## src/logic/iasu_pkg.sv

```systemverilog
// shared types and constants of the add/sub/logic execution unit
package iasu_pkg;
    // operation codes from the decoder
    typedef enum logic [3:0] {
        IASU_OP_NONE,
        IASU_OP_ADD,
        IASU_OP_ADD_CARRY,
        IASU_OP_SUB,
        IASU_OP_MINUS_CONSTANT,
        IASU_OP_MINUS_WITH_BORROW,
        IASU_OP_CONSTANT_MINUS_WITH_BORROW,
        IASU_OP_PAIR_PLUS_IMMEDIATE,
        IASU_OP_PAIR_MINUS_IMMEDIATE,
        IASU_OP_AND,
        IASU_OP_CONJUNCTION_WITH_CONSTANT,
        IASU_OP_OR,
        IASU_OP_OR_CONSTANT
    } iasu_op_t;

    // status flags kept by the unit
    typedef struct packed {
        logic h;
        logic s;
        logic v;
        logic n;
        logic z;
        logic c;
    } iasu_flags_t;

    // one request from the decoder and register file
    typedef struct packed {
        iasu_op_t op;
        logic [4:0] dst;
        logic [7:0] rd;
        logic [7:0] rd_hi;
        logic [7:0] rr;
        logic [7:0] k;
    } iasu_req_t;

    // register file write-back
    typedef struct packed {
        logic we_lo;
        logic we_hi;
        logic [4:0] addr;
        logic [7:0] lo;
        logic [7:0] hi;
    } iasu_wb_t;

    localparam int IASU_DATA_W = 8;
    localparam int IASU_SINGLE_CYCLES = 1;
    localparam int IASU_PAIR_CYCLES = 2;
    localparam iasu_flags_t IASU_FLAGS_RST = '0;
endpackage

```

## src/logic/iasu_unit.sv

```systemverilog
// add/sub/logic execution unit: datapath, flags and pair sequencer
// Operation
// - add and add-with-carry, one cycle, ZCNVSH
// - pair plus immediate, two cycles, ZCNVS
// - subtract register or constant, one cycle
// - subtract register and carry, one cycle
// - subtract constant and carry, one cycle
// - pair minus immediate, two cycles, ZCNVS
// - and/or forms: ZNVS only, one cycle
`timescale 1ns/100ps
module iasu_unit #(
    // datapath width; the flag logic is written for eight bits only
    parameter int DATA_W = iasu_pkg::IASU_DATA_W
) (
    // clock and reset
    input wire logic clk,
    input wire logic rst,
    // request side
    input wire iasu_pkg::iasu_req_t req,
    input wire logic req_valid,
    output logic busy,
    // write-back and flags
    output iasu_pkg::iasu_wb_t wb,
    output iasu_pkg::iasu_flags_t flags
);
    // ==========================================================
    // elaboration checks
    // a wider word would need new half-carry and overflow taps
    if (DATA_W != 8) begin : g_width_check
        $error("iasu_unit serves an eight-bit datapath only");
    end
    // the sequencer has exactly one extra state for word forms
    if (iasu_pkg::IASU_SINGLE_CYCLES != 1
        || iasu_pkg::IASU_PAIR_CYCLES != 2) begin : g_cycle_check
        $error("iasu_unit serves one-cycle byte and two-cycle word forms only");
    end

    // ==========================================================
    // state
    typedef enum logic {IASU_IDLE, IASU_PAIR2} iasu_state_t;

    // all state of the unit in one word
    typedef struct packed {
        iasu_state_t st;
        logic busy;
        iasu_pkg::iasu_wb_t wb;
        iasu_pkg::iasu_flags_t fl;
        logic [15:0] pair;
    } iasu_state_s_t;

    // pair holds the word result between the flag cycle and the write cycle
    iasu_state_s_t s_q;
    iasu_state_s_t s_d;

    // ==========================================================
    // datapath temporaries, all set at the top of the process
    logic [8:0] sum;
    logic [7:0] b;
    logic [7:0] r;
    logic cin;
    logic [16:0] wsum;
    logic [15:0] wres;

    // ==========================================================
    // next state
    // write enables are one-cycle pulses, cleared unless an op sets them
    always_comb begin
        s_d = s_q;
        s_d.wb.we_lo = 1'b0;
        s_d.wb.we_hi = 1'b0;
        b = 8'h00;
        r = 8'h00;
        cin = 1'b0;
        sum = 9'h000;
        wsum = 17'h00000;
        wres = 16'h0000;
        case (s_q.st)
            IASU_IDLE: begin
                s_d.busy = 1'b0;
                // operands are sampled only here; a request while busy is dropped
                // without notice, so the decoder must hold off for that cycle
                if (req_valid) begin
                    case (req.op)
                        iasu_pkg::IASU_OP_ADD, iasu_pkg::IASU_OP_ADD_CARRY: begin
                            // carry-in only for the carry form
                            cin = (req.op == iasu_pkg::IASU_OP_ADD_CARRY) ? s_q.fl.c : 1'b0;
                            sum = {1'b0, req.rd} + {1'b0, req.rr} + {8'h00, cin};
                            r = sum[7:0];
                            s_d.fl.c = sum[8];
                            // half carry out of bit three
                            s_d.fl.h = (req.rd[3] & req.rr[3]) | (req.rr[3] & ~r[3])
                                | (~r[3] & req.rd[3]);
                            // overflow: equal signs in, other sign out
                            s_d.fl.v = (req.rd[7] & req.rr[7] & ~r[7])
                                | (~req.rd[7] & ~req.rr[7] & r[7]);
                            s_d.fl.n = r[7];
                            s_d.fl.z = (r == 8'h00);
                            s_d.fl.s = r[7] ^ s_d.fl.v;
                            s_d.wb.we_lo = 1'b1;
                        end

                        iasu_pkg::IASU_OP_SUB, iasu_pkg::IASU_OP_MINUS_CONSTANT,
                        iasu_pkg::IASU_OP_MINUS_WITH_BORROW,
                        iasu_pkg::IASU_OP_CONSTANT_MINUS_WITH_BORROW: begin
                            // register forms take rr, constant forms take k
                            b = (req.op == iasu_pkg::IASU_OP_SUB
                                || req.op == iasu_pkg::IASU_OP_MINUS_WITH_BORROW)
                                ? req.rr : req.k;
                            cin = (req.op == iasu_pkg::IASU_OP_MINUS_WITH_BORROW
                                || req.op == iasu_pkg::IASU_OP_CONSTANT_MINUS_WITH_BORROW)
                                ? s_q.fl.c : 1'b0;
                            sum = {1'b0, req.rd} - {1'b0, b} - {8'h00, cin};
                            r = sum[7:0];
                            s_d.fl.c = sum[8];
                            // borrow into bit four
                            s_d.fl.h = (~req.rd[3] & b[3]) | (b[3] & r[3]) | (r[3] & ~req.rd[3]);
                            // overflow: unlike signs in, sign of subtrahend out
                            s_d.fl.v = (req.rd[7] & ~b[7] & ~r[7]) | (~req.rd[7] & b[7] & r[7]);
                            s_d.fl.n = r[7];
                            // borrow forms with the carry set keep zero only when the chain stays zero
                            s_d.fl.z = (r == 8'h00) & (cin ? s_q.fl.z : 1'b1);
                            s_d.fl.s = r[7] ^ s_d.fl.v;
                            s_d.wb.we_lo = 1'b1;
                        end

                        // logic forms leave c and h alone
                        iasu_pkg::IASU_OP_AND, iasu_pkg::IASU_OP_CONJUNCTION_WITH_CONSTANT,
                        iasu_pkg::IASU_OP_OR, iasu_pkg::IASU_OP_OR_CONSTANT: begin
                            // register forms take rr, constant forms take k
                            b = (req.op == iasu_pkg::IASU_OP_AND
                                || req.op == iasu_pkg::IASU_OP_OR) ? req.rr : req.k;
                            r = (req.op == iasu_pkg::IASU_OP_AND
                                || req.op == iasu_pkg::IASU_OP_CONJUNCTION_WITH_CONSTANT)
                                ? (req.rd & b) : (req.rd | b);
                            // overflow cleared, so sign equals negative
                            s_d.fl.v = 1'b0;
                            s_d.fl.n = r[7];
                            s_d.fl.z = (r == 8'h00);
                            s_d.fl.s = r[7];
                            s_d.wb.we_lo = 1'b1;
                        end

                        iasu_pkg::IASU_OP_PAIR_PLUS_IMMEDIATE,
                        iasu_pkg::IASU_OP_PAIR_MINUS_IMMEDIATE: begin
                            // carry and overflow from the sign bits of operand and result
                            if (req.op == iasu_pkg::IASU_OP_PAIR_PLUS_IMMEDIATE) begin
                                wsum = {1'b0, req.rd_hi, req.rd} + {9'h000, req.k};
                                s_d.fl.v = ~req.rd_hi[7] & wsum[15];
                                s_d.fl.c = ~wsum[15] & req.rd_hi[7];
                            end else begin
                                wsum = {1'b0, req.rd_hi, req.rd} - {9'h000, req.k};
                                s_d.fl.v = req.rd_hi[7] & ~wsum[15];
                                s_d.fl.c = wsum[15] & ~req.rd_hi[7];
                            end
                            wres = wsum[15:0];
                            s_d.fl.n = wres[15];
                            s_d.fl.z = (wres == 16'h0000);
                            s_d.fl.s = wres[15] ^ s_d.fl.v;
                            // flags land now; the write waits so both bytes go together
                            s_d.pair = wres;
                            s_d.busy = 1'b1;
                            s_d.st = IASU_PAIR2;
                        end

                        // no operation: nothing written, flags kept
                        iasu_pkg::IASU_OP_NONE: begin
                            r = 8'h00;
                        end
                        default: begin
                            r = 8'h00;
                        end
                    endcase
                    // address follows every taken op, even one that writes nothing
                    s_d.wb.addr = req.dst;
                    if (s_d.wb.we_lo) begin
                        s_d.wb.lo = r;
                    end
                end
            end

            // both bytes written in one edge, busy until then
            IASU_PAIR2: begin
                // addr still holds the low register of the pair
                s_d.wb.lo = s_q.pair[7:0];
                s_d.wb.hi = s_q.pair[15:8];
                s_d.wb.we_lo = 1'b1;
                s_d.wb.we_hi = 1'b1;
                s_d.busy = 1'b0;
                s_d.st = IASU_IDLE;
            end
            // an undefined state falls back to idle without writing
            default: begin
                s_d.st = IASU_IDLE;
            end
        endcase
    end

    // ==========================================================
    // registers
    // synchronous reset; flags take their own reset value
    always_ff @(posedge clk) begin
        if (rst) begin
            s_q <= '0;
            s_q.st <= IASU_IDLE;
            s_q.fl <= iasu_pkg::IASU_FLAGS_RST;
        end else begin
            s_q <= s_d;
        end
    end

    // ==========================================================
    // outputs, all straight from the state register
    assign busy = s_q.busy;
    assign wb = s_q.wb;
    assign flags = s_q.fl;
endmodule // iasu_unit

```

## config.mk

```make
export PLATFORM = sky130hd
export DESIGN_NAME = iasu_unit
export DESIGN_NICKNAME = d
export VERILOG_FILES = /design/src/logic/iasu_pkg.sv /design/src/logic/iasu_unit.sv
export SDC_FILE = /design/constraint.sdc
export NUM_CORES = 1
export LEC_CHECK = 0
export ABC_AREA = 0
export BUFFER_PORTS_ARGS = -buffer_cell sky130_fd_sc_hd__buf_4
export CAP_MARGIN = 40
export CORE_MARGIN = 2
export CORE_UTILIZATION = 45
export CTS_CLUSTER_SIZE = 40
export DETAILED_ROUTE_END_ITERATION = 8
export PLACE_DENSITY = 0.65
export SLEW_MARGIN = 20
export SYNTH_ARGS = -nofsm -noshare
export SYNTH_HDL_FRONTEND = slang
export SYNTH_SLANG_ARGS = --single-unit
```

## constraint.sdc

```tcl
create_clock -name clk -period 6 [get_ports clk]
set_input_delay 0.6 -clock clk [delete_from_list [all_inputs] [get_ports clk]]
set_output_delay 0.6 -clock clk [all_outputs]
set_load 0.01 [all_outputs]
```

==> results.txt <==
- Power density over cell area: 174 mW/mm²
- Multi-input gate area: 0.00341 mm²
* Detailed-router iteration count before antenna repair: 8
* Ports: 74
* Internal power: 0.571 mW
- Sw Pwr: 0.362 mW
* Clock power share: 20.4%
* Summed instance area of the synthesized netlist: 0.00489 mm²
- Post-synth EDFFs: 0
- When the netlist entered floorplanning its net count stood at 737.
- Antenna violations before repair: 0
- Total CTS buffers: 5
* Hold_buf cts: 0
- For this configuration, the core starts out at a cell density of 45.7%.
- Setup repair after global routing left no endpoint under its margin.
* Critical path's most frequent cell: sky130_fd_sc_hd__buf_4
- IR analysis of the VDD net gives a maximum drop of 106 µV.
* Slowest-stage cell, CP: sky130_fd_sc_hd__fa_1
- Post-synthesis average cell area: 7.63 µm²
- Proportion of power drawn by combinational gates: 44.5%
* Overall via count from detail_route: 4623
- Via count of the first global-routing pass: 4340
- Worst Setup End Kind: flop
- Top cells by area, synth: sky130_fd_sc_hd__dfxtp_1 (19%), sky130_fd_sc_hd__ha_1 (11%), sky130_fd_sc_hd__nand2_1 (5.4%), sky130_fd_sc_hd__a21oi_1 (5.2%), sky130_fd_sc_hd__buf_4 (4.6%)
- Number of distinct library cell variants in the gate-level netlist after synthesis: 73
- Setup skew after layout: 0.00681 ns
- In the final layout, the share of cells above drive strength 1 is 16.0%.
- Register bit count reported by yosys: 46
* Post-route non-filler standard cell count: 808
- Type of element launching the critical path: input port
- Max Cap Viol: 0
* Static Leakage: 2.31 nW
* Cell taking the most area after synthesis: sky130_fd_sc_hd__dfxtp_1
- The root buffer cell chosen for the clock tree is sky130_fd_sc_hd__clkbuf_8.
- Dividing the detail-routed via count by the number of cells gives 5.72.
* Number of remaining DRC errors: 0
- GR Util met2: 37.6%
* Final setup TNS: 0 ns
- Count of filler cells inserted in the layout: 1085
- Shortest period the worst path allows: 3.75 ns
* Antenna viol nets, final: 0
* Path type of the worst setup path: input port to flop
- Floorplan die width: 108 µm
- The floorplan step set the die height to 108 µm.
- In this run the most used layer during global routing was met2.
- Slew Limit Fails: 0
- The floorplan step defined a die boundary enclosing 0.0117 mm².
- Once the clock tree was built, the resizer swapped 0 gates to a different size.
* Number of warnings printed during yosys synthesis: 0
- Static timing analysis puts the maximum clock frequency at 267 MHz.
* First-iteration detailed-routing DRC count: 296
- Dominant delay contributor by cell family on the critical path: compound AO/OA/AOI/OAI gates
- Largest buffer count on any clock path: 2
- I/O Buffers: 73
* Number of clock sinks seen by CTS: 46
- Required @ worst endpoint: 6.23 ns
- Wire length of the first global-routing pass: 22000 µm
- Pin count of the biggest net entering global routing: 48
* Global-route usage over all layers: 23.6%
- Power share of the sequential group: 35.1%
- Clock transition at the registers of the reported paths: 0.09 ns
* Antenna diodes: 0
- Total Routed Length: 13700 µm
- Once placement completed, the tool counted placed cells totaling 800.
- Summed over all layers, the global routing overflow is 0.
- Worst slew margin relative to its limit: 47.6%
* Portion of synthesized cell area occupied by the leading cell type: 18.8%
- The worst hold path belongs to the class flop to flop.
- Met3 layer usage reported by global route: 2.95%
- Final-stage net count: 763
- Together, buffers and inverters on the worst path number 3.
- Net switching is 38.8% of the power.
- Compared with the post-synthesis result, the final layout area differs by 9.95%.
* Area of the core: 0.0107 mm²
* Number of instances in the synthesized netlist: 641
- In this design, the stage delay of the slowest critical-path cell is 0.53 ns.
- Worst path arrival time: 3.98 ns
- Slew at the pin closest to its max-slew limit: 0.784 ns
- # H-tree levels: 2
- Post-CTS timing repair inserted 0 buffers for setup.
* Cells along the critical path: buf_4, xnor2_1, nor3b_1, buf_4, mux2_2, fa_1, inv_1, ha_1, xor2_1, a2111o_1, or4_1, o41ai_1, o31ai_1, o31ai_2
- By instance count, the leading cell after synthesis is sky130_fd_sc_hd__nand2_1.
* CTS tree: done
* Status: completed
- The number of failing hold endpoints at the final stage was 0.
- Wire per inst: 17.0 µm
* FF+latch area: 921 µm²
- For this run, asynchronously set or reset flops after synthesis account for 0%.
- In this run the worst path has a maximum fanout of 16.
- Portion of the clock cycle consumed by the worst path in the final layout: 62.5%
- Most frequently used flop master after synthesis: sky130_fd_sc_hd__dfxtp_1
- Setup violations remaining at the end of the flow were counted as 0.
- Sequential share of the synthesized area: 18.8%
- Detailed placement ended at an HPWL of 11100 µm.
* Top cell types by occurrence after synthesis: sky130_fd_sc_hd__nand2_1 (71), sky130_fd_sc_hd__nor2_1 (57), sky130_fd_sc_hd__a21oi_1 (51), sky130_fd_sc_hd__inv_1 (51), sky130_fd_sc_hd__dfxtp_1 (46)
* R2R Setup Slk: 2.51 ns
* Number of placement rows: 38
- GR Util met1: 33.0%
- Gpl congestion: 0.938
- The clock reaches the later pin of the worst-skew pair after 0.30 ns.
[state kept, by name, summed over array words and instances, names as in the netlist]
signal / flops
flags: 6
wb: 23
s_q: 17
[path summary, 6_finish.rpt]
path,start,endpoint,cells after the start
worst max-delay path,req[39],flags[1],14
worst min-delay path,flags[3],flags[3],2
worst max register to register,flags[0],flags[1],14
worst min register to register,flags[3],flags[3],2
[power by group through the flow]
stage                     clock (mW)  combinational [mW]  sequential [mW]
after CTS                      0.196               0.410            0.328
final                          0.190               0.415            0.328
after global placement             0               0.402            0.335
after detailed placement           0               0.408            0.335
after global routing           0.206               0.456            0.330
after floorplan                    0               0.290            0.332
[stage by stage]
step           utilization, %  hold slack (ns)  total power [mW]  area, µm²  setup slack [ns]
6_report                 50.3            0.458             0.933       5380              2.25
5_1_grt                  50.3            0.481             0.992       5380              2.10
4_1_cts                  50.3            0.462             0.933       5380              2.27
3_5_place_dp             49.4            0.450             0.743       5290              1.96
3_3_place_gp             49.3            0.444             0.736       5270              2.04
2_1_floorplan               -            0.432             0.622       4890              2.21
[worst register-to-register path: stages, from the launching register on]
cell and delay, ns:
sky130_fd_sc_hd__dfxtp_1 0.41, sky130_fd_sc_hd__nand2_1 0.07, sky130_fd_sc_hd__nor4_1 0.51, sky130_fd_sc_hd__fa_1 0.35, sky130_fd_sc_hd__a21oi_1 0.09, sky130_fd_sc_hd__o21ai_0 0.19
sky130_fd_sc_hd__a21oi_1 0.13, sky130_fd_sc_hd__o21bai_1 0.16, sky130_fd_sc_hd__a21oi_1 0.15, sky130_fd_sc_hd__fa_1 0.53, sky130_fd_sc_hd__nand4_1 0.14, sky130_fd_sc_hd__nor4_1 0.07
sky130_fd_sc_hd__and3_1 0.19, sky130_fd_sc_hd__o31ai_1 0.29, sky130_fd_sc_hd__o31ai_2 0.10
[cell usage in the layout (no fill, tap or decap), types with 4 or more instances in the layout]
| cell type | netlist | final |
|---|---|---|
| sky130_fd_sc_hd__nand3_1 | 15 | 15 |
| sky130_fd_sc_hd__or3_1 | 5 | 5 |
| sky130_fd_sc_hd__o211ai_1 | 4 | 4 |
| sky130_fd_sc_hd__nor2_1 | 57 | 57 |
| sky130_fd_sc_hd__nor3_1 | 8 | 8 |
| sky130_fd_sc_hd__and3_1 | 7 | 7 |
| sky130_fd_sc_hd__buf_4 | 30 | 78 |
| sky130_fd_sc_hd__a221oi_1 | 4 | 4 |
| sky130_fd_sc_hd__o21bai_1 | 4 | 4 |
| sky130_fd_sc_hd__nand4_1 | 7 | 7 |
| sky130_fd_sc_hd__nand3b_1 | 5 | 5 |
| sky130_fd_sc_hd__mux2i_1 | 16 | 16 |
| sky130_fd_sc_hd__nand2b_1 | 6 | 6 |
| sky130_fd_sc_hd__fa_1 | 8 | 8 |
| sky130_fd_sc_hd__clkbuf_8 | 0 | 5 |
| sky130_fd_sc_hd__a21o_1 | 10 | 10 |
| sky130_fd_sc_hd__mux2_2 | 5 | 5 |
| sky130_fd_sc_hd__nand2_1 | 71 | 71 |
| sky130_fd_sc_hd__o21ai_0 | 27 | 27 |
| sky130_fd_sc_hd__inv_1 | 51 | 51 |
| sky130_fd_sc_hd__o21a_1 | 4 | 4 |
| sky130_fd_sc_hd__dfxtp_1 | 46 | 46 |
| sky130_fd_sc_hd__a211o_1 | 4 | 4 |
| sky130_fd_sc_hd__nor4_1 | 4 | 4 |
| sky130_fd_sc_hd__nor2b_1 | 10 | 10 |
| sky130_fd_sc_hd__a222oi_1 | 5 | 5 |
| sky130_fd_sc_hd__a21oi_1 | 51 | 51 |
| sky130_fd_sc_hd__maj3_1 | 5 | 5 |
| sky130_fd_sc_hd__a211oi_1 | 12 | 12 |
| sky130_fd_sc_hd__xor2_1 | 9 | 9 |
| sky130_fd_sc_hd__xnor2_1 | 11 | 11 |
| sky130_fd_sc_hd__ha_1 | 44 | 44 |
[final cells by class]
class	count	area share (%)
Clock inverter	3	0.396
Sequential cell	46	17.1
Multi-Input combinational cell	485	63.5
Timing Repair Buffer	78	10.9
Tap cell	140	3.26
Clock buffer	5	1.28
Inverter	51	3.56
[layer usage]
metal / vias up / part of all wire (%)
met5: - / 0
met1: 2131 / 47
met2: 177 / 44
met3: 29 / 6.1
li1: 2286 / -
met4: 0 / 2.8
[logic make-up (layout without fill, tap and decap cells)]
family	count (synthesis)	after routing	synth area share, %
adders and majority gates	60	60	16.2
DFF	46	46	18.8
muxes	24	24	5.27
buffers and inverters	110	137	11.4
AOI/OAI and AO/OA	164	164	23.1
and+or+nand+nor	217	217	21.6
xor gates and xnor gates	20	20	3.58
Power figures use the tool's default switching activity.
